`config.mk`:
```
export PLATFORM = sky130hd
export DESIGN_NAME = rgd_decode
export DESIGN_NICKNAME = d
export VERILOG_FILES = /design/src/rtl/rgd_pkg.sv /design/src/rtl/rgd_cfg_bank.sv /design/src/rtl/rgd_decode.sv
export VERILOG_INCLUDE_DIRS = /design/src /design/src/rtl
export SDC_FILE = /design/constraint.sdc
export NUM_CORES = 1
export LEC_CHECK = 0
export BUFFER_PORTS_ARGS = -buffer_cell sky130_fd_sc_hd__buf_4
export CAP_MARGIN = 20
export CORE_MARGIN = 5
export CORE_UTILIZATION = 55
export CTS_CLUSTER_DIAMETER = 150
export DETAILED_ROUTE_END_ITERATION = 12
export PLACE_DENSITY_LB_ADDON = 0.3
export SLEW_MARGIN = 25
export SYNTH_ARGS = -nofsm -noshare
export SYNTH_HDL_FRONTEND = slang
export SYNTH_SLANG_ARGS = --single-unit
```
`constraint.sdc`:
```
create_clock -name mclk -period 2.2 [get_ports mclk]
set_input_delay 0.22 -clock mclk [delete_from_list [all_inputs] [get_ports mclk]]
set_output_delay 0.22 -clock mclk [all_outputs]
set_load 0.005 [all_outputs]
```
`src/rtl/rgd_cfg.svh`:
```
`ifndef RGD_CFG_SVH
`define RGD_CFG_SVH
// ==========================================
// address map constants and reset values
`define RGD_WORK_PREFIX 4'he
`define RGD_CFG_BANK 4'hf
`define RGD_LOW_PREFIX 4'h0
`define RGD_PORT_CFG_OFS 4'h0
`define RGD_STOP_REC_OFS 4'hb
`define RGD_WDOG_OFS 4'hf
`define RGD_PORT_CFG_RST 8'hfe
`define RGD_STOP_REC_RST 8'h20
`define RGD_WDOG_RST 8'h0d
`define RGD_PTR_RST 8'h00
`define RGD_PORT_LIMIT 8'h04
`define RGD_CTRL_BASE 8'hf0
// control-space address of the group pointer
`define RGD_PTR_ADDR 8'hfd
// value shown by byte outputs with nothing behind them
`define RGD_IDLE_BYTE 8'h00
`endif

```
`src/rtl/rgd_pkg.sv`:
```
// ==========================================
// shared types
package rgd_pkg;
    // resolved target of an access
    typedef enum logic [2:0] {
        RGD_T_NONE = 3'b000,
        RGD_T_PORT = 3'b001,
        RGD_T_GPR = 3'b010,
        RGD_T_CTRL = 3'b011,
        RGD_T_CFG = 3'b100,
        RGD_T_RSVD = 3'b101
    } rgd_target_type;
    // addressing mode of the operand
    typedef enum logic [1:0] {
        RGD_M_DIRECT = 2'b00,
        RGD_M_INDIRECT = 2'b01,
        RGD_M_WORKING = 2'b10
    } rgd_mode_type;
endpackage : rgd_pkg

```
`src/rtl/rgd_cfg_bank.sv`:
```
`timescale 1ns/1ps
`include "rgd_cfg.svh"
// ==========================================
// configuration bank storage: three registers, rest reserved
module rgd_cfg_bank (
    input wire logic mclk,
    input wire logic resetn,
    input wire logic [3:0] offset,
    input wire logic wr,
    input wire logic [7:0] wdata,
    output logic [7:0] rdata,
    output logic hit
);
    logic [7:0] port_config_register;
    logic [7:0] stop_recovery_register;
    logic [7:0] watchdog_mode_register;
    logic [7:0] next_port_cfg;
    logic [7:0] next_stop_rec;
    logic [7:0] next_wdog;
    // config read mux
    // read side only: the decoder's hit lookup must not share a process
    // with the write strobe that it produces, or the two form a loop
    always_comb begin
        rdata = `RGD_IDLE_BYTE;
        hit = 1'b1;
        case (offset)
            `RGD_PORT_CFG_OFS: rdata = port_config_register;
            `RGD_STOP_REC_OFS: rdata = stop_recovery_register;
            `RGD_WDOG_OFS: rdata = watchdog_mode_register;
            default: hit = 1'b0;
        endcase
    end
    // next values; reserved offsets drop the write
    always_comb begin
        next_port_cfg = port_config_register;
        next_stop_rec = stop_recovery_register;
        next_wdog = watchdog_mode_register;
        if (wr) begin
            case (offset)
                `RGD_PORT_CFG_OFS: next_port_cfg = wdata;
                `RGD_STOP_REC_OFS: next_stop_rec = wdata;
                `RGD_WDOG_OFS: next_wdog = wdata;
                // no storage here, nothing to update
                default: ;
            endcase
        end
    end
    // register stage
    always_ff @(posedge mclk or negedge resetn) begin
        if (!resetn) begin
            port_config_register <= `RGD_PORT_CFG_RST;
            stop_recovery_register <= `RGD_STOP_REC_RST;
            watchdog_mode_register <= `RGD_WDOG_RST;
        end else begin
            port_config_register <= next_port_cfg;
            stop_recovery_register <= next_stop_rec;
            watchdog_mode_register <= next_wdog;
        end
    end
endmodule : rgd_cfg_bank

```
`src/rtl/rgd_decode.sv`:
```
`timescale 1ns/1ps
`include "rgd_cfg.svh"
module rgd_decode #(
    parameter int GPR_TOP = 239
) (
    input wire logic mclk,
    input wire logic resetn,
    input wire logic req,
    input wire rgd_pkg::rgd_mode_type mode,
    input wire logic [7:0] addr,
    input wire logic wr,
    input wire logic [7:0] wdata,
    output logic ack,
    output logic [7:0] full_addr,
    output rgd_pkg::rgd_target_type target,
    output logic refused,
    output logic [7:0] rdata,
    output logic [7:0] group_pointer
);
    import rgd_pkg::*;
    // ==========================================
    // address formation
    logic [7:0] eff_addr;
    logic direct_blocked;
    rgd_target_type tgt;
    logic [3:0] bank_sel;
    logic cfg_wr;
    logic cfg_hit;
    logic [7:0] cfg_rdata;
    logic [7:0] next_group_pointer;
    logic next_ack;
    logic [7:0] next_full_addr;
    rgd_target_type next_target;
    logic next_refused;
    logic [7:0] next_rdata;
    logic [7:0] gpr_top_b;
    assign gpr_top_b = 8'(GPR_TOP);
    // classify one resolved 8-bit address
    function automatic rgd_target_type classify(input logic [7:0] a, input logic [7:0] top);
        if (a < `RGD_PORT_LIMIT) classify = RGD_T_PORT;
        else if (a >= `RGD_CTRL_BASE) classify = RGD_T_CTRL;
        else if (a <= top) classify = RGD_T_GPR;
        else classify = RGD_T_NONE;
    endfunction : classify
    // ==========================================
    // operand resolution
    // resolve mode to an address; kept apart from the target decode so
    // the config bank lookup does not close a loop through one process
    always_comb begin
        if (mode == RGD_M_WORKING)
            eff_addr = {group_pointer[7:4], addr[3:0]};
        else
            eff_addr = addr;
        // direct path to E bank blocked
        direct_blocked = (mode == RGD_M_DIRECT) && (addr[7:4] == `RGD_WORK_PREFIX);
        bank_sel = group_pointer[3:0];
    end
    // target class of the resolved address
    always_comb begin
        tgt = classify(eff_addr, gpr_top_b);
        if (eff_addr[7:4] == `RGD_LOW_PREFIX && bank_sel != `RGD_LOW_PREFIX) begin
            if (bank_sel == `RGD_CFG_BANK && cfg_hit) begin
                tgt = RGD_T_CFG;
            end else begin
                // no storage behind the other banks
                tgt = RGD_T_RSVD;
            end
        end
    end
    // config write strobe
    // a blocked direct access never reaches the bank
    assign cfg_wr = req && wr && !direct_blocked && (tgt == RGD_T_CFG);
    rgd_cfg_bank u_cfg (
        .mclk(mclk),
        .resetn(resetn),
        .offset(eff_addr[3:0]),
        .wr(cfg_wr),
        .wdata(wdata),
        .rdata(cfg_rdata),
        .hit(cfg_hit)
    );
    // ==========================================
    // pointer and answer next values
    always_comb begin
        next_group_pointer = group_pointer;
        next_ack = req;
        next_full_addr = full_addr;
        next_target = target;
        next_refused = 1'b0;
        next_rdata = rdata;
        if (req) begin
            next_full_addr = eff_addr;
            if (direct_blocked) begin
                // blocked access answers as nothing
                next_target = RGD_T_NONE;
                next_refused = 1'b1;
                next_rdata = `RGD_IDLE_BYTE;
            end else begin
                next_target = tgt;
                next_refused = (tgt == RGD_T_RSVD) || (tgt == RGD_T_NONE);
                if (wr && tgt == RGD_T_CTRL && eff_addr == `RGD_PTR_ADDR)
                    next_group_pointer = wdata;
                // reads return the value before any write of this cycle
                if (tgt == RGD_T_CFG) next_rdata = cfg_rdata;
                else if (tgt == RGD_T_CTRL && eff_addr == `RGD_PTR_ADDR) next_rdata = group_pointer;
                else next_rdata = `RGD_IDLE_BYTE;
            end
        end
    end
    // register stage; all outputs from flops
    always_ff @(posedge mclk or negedge resetn) begin
        if (!resetn) begin
            group_pointer <= `RGD_PTR_RST;
            ack <= 1'b0;
            full_addr <= `RGD_IDLE_BYTE;
            target <= RGD_T_NONE;
            refused <= 1'b0;
            rdata <= `RGD_IDLE_BYTE;
        end else begin
            group_pointer <= next_group_pointer;
            ack <= next_ack;
            full_addr <= next_full_addr;
            target <= next_target;
            refused <= next_refused;
            rdata <= next_rdata;
        end
    end
    // ==========================================
    // checks
    property p_work_prefix;
        @(posedge mclk) disable iff (!resetn)
        (req && mode == RGD_M_WORKING) |=> (full_addr[7:4] == $past(group_pointer[7:4]));
    endproperty
    a_work_prefix: assert property (p_work_prefix) else $error("working prefix wrong");
    property p_direct_e;
        @(posedge mclk) disable iff (!resetn)
        (req && mode == RGD_M_DIRECT && addr[7:4] == 4'he) |=> (refused && target == RGD_T_NONE);
    endproperty
    a_direct_e: assert property (p_direct_e) else $error("direct E bank reached");
    property p_ind_e;
        @(posedge mclk) disable iff (!resetn)
        (req && mode == RGD_M_INDIRECT && addr[7:4] == 4'he && GPR_TOP >= 239)
        |=> (target == RGD_T_GPR);
    endproperty
    a_ind_e: assert property (p_ind_e) else $error("indirect E bank refused");
    property p_rsvd;
        @(posedge mclk) disable iff (!resetn)
        (req && ((mode == RGD_M_WORKING) ? (group_pointer[7:4] == 4'h0)
                                          : (addr[7:4] == 4'h0))
         && group_pointer[3:0] != 4'h0 && group_pointer[3:0] != 4'hf)
        |=> (target == RGD_T_RSVD && rdata == 8'h00);
    endproperty
    a_rsvd: assert property (p_rsvd) else $error("reserved bank answered");
    property p_ack;
        @(posedge mclk) disable iff (!resetn)
        req |=> ack;
    endproperty
    a_ack: assert property (p_ack) else $error("no answer");
    property p_ptr_wr;
        @(posedge mclk) disable iff (!resetn)
        (req && wr && mode == RGD_M_DIRECT && addr == 8'hfd) |=> (group_pointer == $past(wdata));
    endproperty
    a_ptr_wr: assert property (p_ptr_wr) else $error("pointer not written");
    property p_cfg;
        @(posedge mclk) disable iff (!resetn)
        (req && mode == RGD_M_DIRECT && addr == 8'h00 && group_pointer[3:0] == 4'hf)
        |=> (target == RGD_T_CFG);
    endproperty
    a_cfg: assert property (p_cfg) else $error("config bank missed");
    property p_bank0;
        @(posedge mclk) disable iff (!resetn)
        (req && mode == RGD_M_DIRECT && addr[7:2] == 6'h00 && group_pointer[3:0] == 4'h0)
        |=> (target == RGD_T_PORT);
    endproperty
    a_bank0: assert property (p_bank0) else $error("bank 0 not ports");
    // an idle cycle answers nothing
    property p_idle;
        @(posedge mclk) disable iff (!resetn)
        !req |=> (!ack && !refused);
    endproperty
    a_idle: assert property (p_idle) else $error("answer without request");
    // plain addresses pass through unchanged
    property p_full_plain;
        @(posedge mclk) disable iff (!resetn)
        (req && mode != RGD_M_WORKING) |=> (full_addr == $past(addr));
    endproperty
    a_full_plain: assert property (p_full_plain) else $error("plain address altered");
    // a short address keeps its own low nibble
    property p_work_low;
        @(posedge mclk) disable iff (!resetn)
        (req && mode == RGD_M_WORKING) |=> (full_addr[3:0] == $past(addr[3:0]));
    endproperty
    a_work_low: assert property (p_work_low) else $error("working offset wrong");
    // upper indirect space up to the top reaches general registers
    property p_gpr;
        @(posedge mclk) disable iff (!resetn)
        (req && mode == RGD_M_INDIRECT && addr[7:4] != 4'h0 && addr <= gpr_top_b)
        |=> (target == RGD_T_GPR);
    endproperty
    a_gpr: assert property (p_gpr) else $error("general register missed");
    // the top sixteen addresses are control space
    property p_ctrl;
        @(posedge mclk) disable iff (!resetn)
        (req && mode == RGD_M_INDIRECT && addr[7:4] == 4'hf) |=> (target == RGD_T_CTRL);
    endproperty
    a_ctrl: assert property (p_ctrl) else $error("control space missed");
    // bank 0 leaves the low addresses unbanked
    property p_bank_zero;
        @(posedge mclk) disable iff (!resetn)
        (req && mode == RGD_M_INDIRECT && addr[7:4] == 4'h0 && group_pointer[3:0] == 4'h0)
        |=> (target != RGD_T_RSVD && target != RGD_T_CFG);
    endproperty
    a_bank_zero: assert property (p_bank_zero) else $error("bank 0 expanded");
    // the pointer moves only on a write
    property p_ptr_hold;
        @(posedge mclk) disable iff (!resetn)
        !(req && wr) |=> $stable(group_pointer);
    endproperty
    a_ptr_hold: assert property (p_ptr_hold) else $error("pointer changed unasked");
endmodule : rgd_decode

```
[Word level (Yosys, flattened, before mapping)]
Cells that the tools add are included.
Cells by class
  magnitude comparators: 3
  equal/unequal tests: 9
  muxes and demuxes: 14
  bitwise logic cells: 1
  reduce and logical (&&, ||, !) cells: 21
Operators with widths (count)
  two-way mux 8 bit: 4
  case mux 8 bit (3 select lines): 1
  == test 4 bit, second input constant: 4
  logical AND 1 bit: 9
  == test 8 bit, second input constant: 1
  greater-or-equal comparator 8 bit, second input constant: 1
  less-or-equal comparator 8 bit, second input constant: 1
  logical NOT 4 bit: 2
  < comparator 8 x 3 -> 1 bit, second input constant: 1
  == test 3 bit, second input constant: 2
  two-way mux 2 bit: 3
  two-way mux 3 bit: 2
  AND reduction 2 bit: 3
  two-way mux 1 bit: 4
  nonzero test 4 bit: 1
  == test 3 x 2 -> 1 bit, second input constant: 1
  logical NOT 3 bit: 1
  AND reduction 3 bit: 1
  OR reduction 3 bit: 1
  == test 2 bit, second input constant: 1
  logical NOT 2 bit: 1
  logical NOT 1 bit: 1
  logical OR 1 bit: 1
  NOT 1 bit: 1
Word-level totals
  register bits after elaboration: 53
  output and inout port bits: 29

[Logic depth before layout (Yosys ltp)]
  word-level depth: 13
  mapped depth: 6
  gate-level depth less buffers: 4

[By module]
A second synthesis with hierarchy kept.
Unflattened totals
  cell total of the unflattened synthesis: 184
  area total of the unflattened synthesis: 2452.4 um2
By module, submodules not included
  rgd_decode: times used 1, cells each 103, area an instance 1338.8 um2
  rgd_cfg_bank: times used 1, cells each 81, area an instance 1113.6 um2

[Least setup slack after synthesis]
Ideal clock, no wire load.
  kind: register to register
  from: register group_pointer[7]
  to: register u_cfg.watchdog_mode_register[1]
  setup time: 125 ps
  arrival: 1570 ps
  path slack: 506 ps
  stages on the path, launching flop included: 6
  buffers on the path: 1
  cell sequence: dfrtp_1 -> nor4_1 -> mux2_2 -> and4_1 -> buf_4 -> mux2_2
Between the ends
  cells in the longest elaborated chain, start to end: 9
  elaborated cells on any way between the ends: 13
Ends and longest elaborated chain
  from (decl): RTL line rgd_decode.sv:18  | output logic [7:0] group_pointer
  from (signal assigned): RTL line rgd_decode.sv:113  | group_pointer <= `RGD_PTR_RST;
  from (signal assigned): RTL line rgd_decode.sv:120  | group_pointer <= next_group_pointer;
  two-way mux 8 bit *: RTL line rgd_decode.sv:50  | if (mode == RGD_M_WORKING)
  less-or-equal comparator 8 bit: RTL line rgd_decode.sv:42  | else if (a <= top) classify = RGD_T_GPR;
  two-way mux 2 bit: RTL line rgd_decode.sv:42
  two-way mux 2 bit: RTL line rgd_decode.sv:41  | else if (a >= `RGD_CTRL_BASE) classify = RGD_T_CTRL;
  two-way mux 2 bit: RTL line rgd_decode.sv:40  | if (a < `RGD_PORT_LIMIT) classify = RGD_T_PORT;
  two-way mux 3 bit *: RTL line rgd_decode.sv:61  | if (eff_addr[7:4] == `RGD_LOW_PREFIX && bank_sel != `RGD_LOW_PREFIX) begin
  == test 3 bit *: RTL line rgd_decode.sv:72  | assign cfg_wr = req && wr && !direct_blocked && (tgt == RGD_T_CFG);
  logical AND 1 bit *: RTL line rgd_decode.sv:72
  AND reduction 2 bit (no line) *
  to (signal assigned): RTL line rgd_cfg_bank.sv:53  | watchdog_mode_register <= `RGD_WDOG_RST;
  to (signal assigned): RTL line rgd_cfg_bank.sv:57  | watchdog_mode_register <= next_wdog;
  to (decl): RTL line rgd_cfg_bank.sv:16  | logic [7:0] watchdog_mode_register;
Mark *: on every way between the ends. The rest lies on a longest branch, timed or not.
A chain may end at the register's enable or synchronous reset.

==> impl_metrics.csv <==
group,metric,value,unit
floorplan,floorplan.rows,25,
synthesis,synth.avg_cell_area,12.4,µm²
critical_path,crit_required,2.40,ns
hold_path,holdPathEnd,"u_cfg.stop_recovery_register[0]",
global_route,pin_count_of_the_biggest_net_entering_global_routing,54,
synthesis,synth_fp_nets,232,
critical_path,worst_r2r_startpoint,"group_pointer[7]",
route,vias,1955,
floorplan,initial_utilization,55.7,%
placement,dpl.hpwl,4220,µm
placement,port_buffers,50,
placement,gp_congestion,0.858,
clock_tree,clk_pin_slew,0.09,ns
route,route.final.wire_length,6260,µm
route,drtPass1Iterations,4,
placement,pre_cts_ws,0.222,ns
synthesis,synth.top_cells.by_area,"sky130_fd_sc_hd__dfrtp_1, sky130_fd_sc_hd__mux2_2, sky130_fd_sc_hd__dfstp_2, sky130_fd_sc_hd__o311a_1, sky130_fd_sc_hd__a21oi_1",
clock_tree,clk_latency,0.31,ns
sta,max_freq,504,MHz
layout,areaGrowthSynthToFinish,21.8,%
sta,post-route-period-util,90.3,%
global_route,grt_pass1_vias,1972,
power_and_ir_drop,leakagePower,1.48,nW
critical_path,cp_max_fo,10,
global_route,global_route.overflow_total,0,
critical_path,worst-setup-path-type,"reg -> reg",
critical_path,crit_slowest_cell,"sky130_fd_sc_hd__dfrtp_1",
critical_path,timing.critical_path.mode_cell,"sky130_fd_sc_hd__mux2_2",
clock_tree,cts-buffers-inserted,5,
sta,setup_slack,0.214,ns
synthesis,post_synth_most_frequent_cells,"sky130_fd_sc_hd__dfrtp_1, sky130_fd_sc_hd__mux2_2, sky130_fd_sc_hd__a21oi_1",
synthesis,synth-edff-count,0,
route,top_layer,"met4",
route,routedLengthMet1,2790,µm
clock_tree,root_cell_of_the_clock_tree,"sky130_fd_sc_hd__clkbuf_8",
synthesis,netlist_area,0.00259,mm²
clock_tree,cts_tree,"yes",
run,drv.max_cap_violation_count,0,
synthesis,synth.distinct_cells,42,
synthesis,synthesis.yosys.warnings,0,
sta,pin_slew_with_the_least_headroom_to_its_limit,0.667,ns
clock_tree,h-tree-depth,2,
layout,drive_above_1_share,46.2,%
hold_path,worstHoldStart,"wdata[0]",
synthesis,synthesized_instance_count,210,
sta,timing.final.setup_violations,0,
global_route,first_pass_grt_wire_length,10200,µm
synthesis,synth.ff_latch_count,53,
floorplan,die_area,0.00619,mm²
route,antenna_violating_nets_post_route,0,
critical_path,cp_top_family,"multiplexers",
floorplan,chipWidth,78.7,µm
floorplan,die_h,78.7,µm
critical_path,maximum_single_stage_delay_on_the_critical_path,0.45,ns
synthesis,yosysTopAreaCell,"sky130_fd_sc_hd__dfrtp_1",
global_route,grt_antenna_before_repair,0,
synthesis,yosys.cell_count.top_type,"sky130_fd_sc_hd__dfrtp_1",
synthesis,synth-async-reset-ratio,100,%
floorplan,ioPinCount,51,
floorplan,placeableCoreArea,0.00466,mm²
sta,rsz0062_at_grt,"false",
critical_path,worst-endpoint-arrival,2.18,ns
power_and_ir_drop,worst_ir_drop_vdd,428,µV
synthesis,leading_register_cell_type_out_of_synthesis,"sky130_fd_sc_hd__dfrtp_1",
outcome,status,"finished, final reports clean",
sta,setup-tns-final,0,ns
global_route,grt_usage,21.6,%
hold_path,timing.hold.worst.class,"in -> reg",
critical_path,reg2reg_setup_slack,0.21,ns
route,detail_route.wl_per_cell,19.6,µm
synthesis,synth_top_area_share,40.5,%
critical_path,start_kind,"flip-flop",
route,met2_wire_len,3020,µm
critical_path,critical_path.reg2reg.endpoint,"u_cfg.stop_recovery_register[7]",
route,detailroute.wirelength.met3,362,µm
sta,timing.clock.skew,0.00844,ns
clock_tree,cts.sink_count,53,
route,drt_first_iter_violations,108,
layout,layout.nets,287,
route,drc_errors,0,
layout,antennaDiodeCount,0,
hold_path,hold_path_depth,2,
critical_path,cp_num_buf_inv,1,
route,avgViaCountPerCell,6.11,
layout,layout.filler_cells,380,
sta,hold_viol,0,
sta,finalWorstPathRequiredPeriod,1.99,ns
synthesis,ys_seq_area_share,51.7,%
critical_path,setup.worst_path.end_class,"flip-flop",
sta,relSlewSlack,55.5,%
critical_path,rr_worst_depth,5,
power_and_ir_drop,power.density,598,mW/mm²
sta,slew_violations,0,
critical_path,cp_cell_sequence,"nor4_1, mux2_2, buf_4, nand4_4, mux2_2",
clock_tree,post-cts-setup-buffers,0,
clock_tree,maximum_root_to_sink_buffer_count,2,
-- cell type report --
cell class | count | area [µm²] | area share (%)
clock buffer | 6 | 82.6 | 2.61
tap | 54 | 67.6 | 2.14
timing repair buffer | 58 | 438 | 13.9
multi-input combinational | 144 | 1180 | 37.4
clock inverter | 2 | 37.5 | 1.19
sequential | 53 | 1340 | 42.4
inverter | 3 | 11.3 | 0.356
-- cell usage in the layout (no fill, tap or decap), drive strengths merged, types with 8 or more instances in the layout --
cell,n
a21oi,13
a22oi,8
buf,57
dfrtp,42
dfstp,11
mux2,38
nand4,12
nor2,10
nor2b,8
o21bai,8
o311a,8
-- kinds of logic after synthesis --
group,count (synthesis),synth area share (%)
AND/OR/NAND/NOR,56,14.5
flip-flops,53,51.7
AO/OA/AOI/OAI,46,13.0
buffers and inverters,13,2.80
multiplexers,42,18.0
-- report_power, final --
| part | leakage [nW] | switching, mW | internal [mW] |
|---|---|---|---|
| sequential | 0.675 | 0.0152 | 0.997 |
| clock | 0.0574 | 0.316 | 0.370 |
| combinational | 0.747 | 0.101 | 0.0904 |
| total | 1.48 | 0.432 | 1.46 |
-- what timing repair did --
action | in CTS | in global routing
gates resized for setup | 0 | 1
setup endpoints to repair | 0 | 5
endpoints found under the hold margin | 42 | 0
hold buffers | 1 | 0
-- per-stage QoR --
step                power (mW)  instance area (µm²)  instances  hold slack, ns  utilization (%)
finish                    1.89                 3160        320           0.169             67.8
global route              1.97                 3160        320           0.160             67.8
CTS                       1.90                 3160        320           0.165             67.8
detailed placement        1.22                 3030        311           0.294             65.0
global placement          1.22                 3030        311           0.292             65.0
floorplan                 1.10                 2590        210         -0.0756                -
-- state kept, by name (all words and copies together) (netlist names) --
register	flops
ack	1
full_addr	8
group_pointer	8
rdata	8
refused	1
target	3
u_cfg.port_config_register	8
u_cfg.stop_recovery_register	8
u_cfg.watchdog_mode_register	8
-- layer usage --
layer  up-vias  global-route usage, %
met5         -                      0
met4         0                   7.69
met3        10                   5.16
met2        61                   33.3
met1       978                   29.7
li1        906                      -
-- how the worst max path moves through the flow --
stage	from	end	slack, ns	cells past startpoint
global placement	addr[7]	u_cfg.watchdog_mode_register[4]	0.27	5
floorplan	group_pointer[7]	u_cfg.watchdog_mode_register[1]	0.51	5
detailed placement	group_pointer[7]	u_cfg.watchdog_mode_register[7]	0.22	4
finish	group_pointer[7]	u_cfg.stop_recovery_register[7]	0.21	5
global route	group_pointer[7]	u_cfg.stop_recovery_register[7]	0.04	5
CTS	group_pointer[7]	u_cfg.watchdog_mode_register[7]	0.16	4
(Power assumes the default switching activity.)
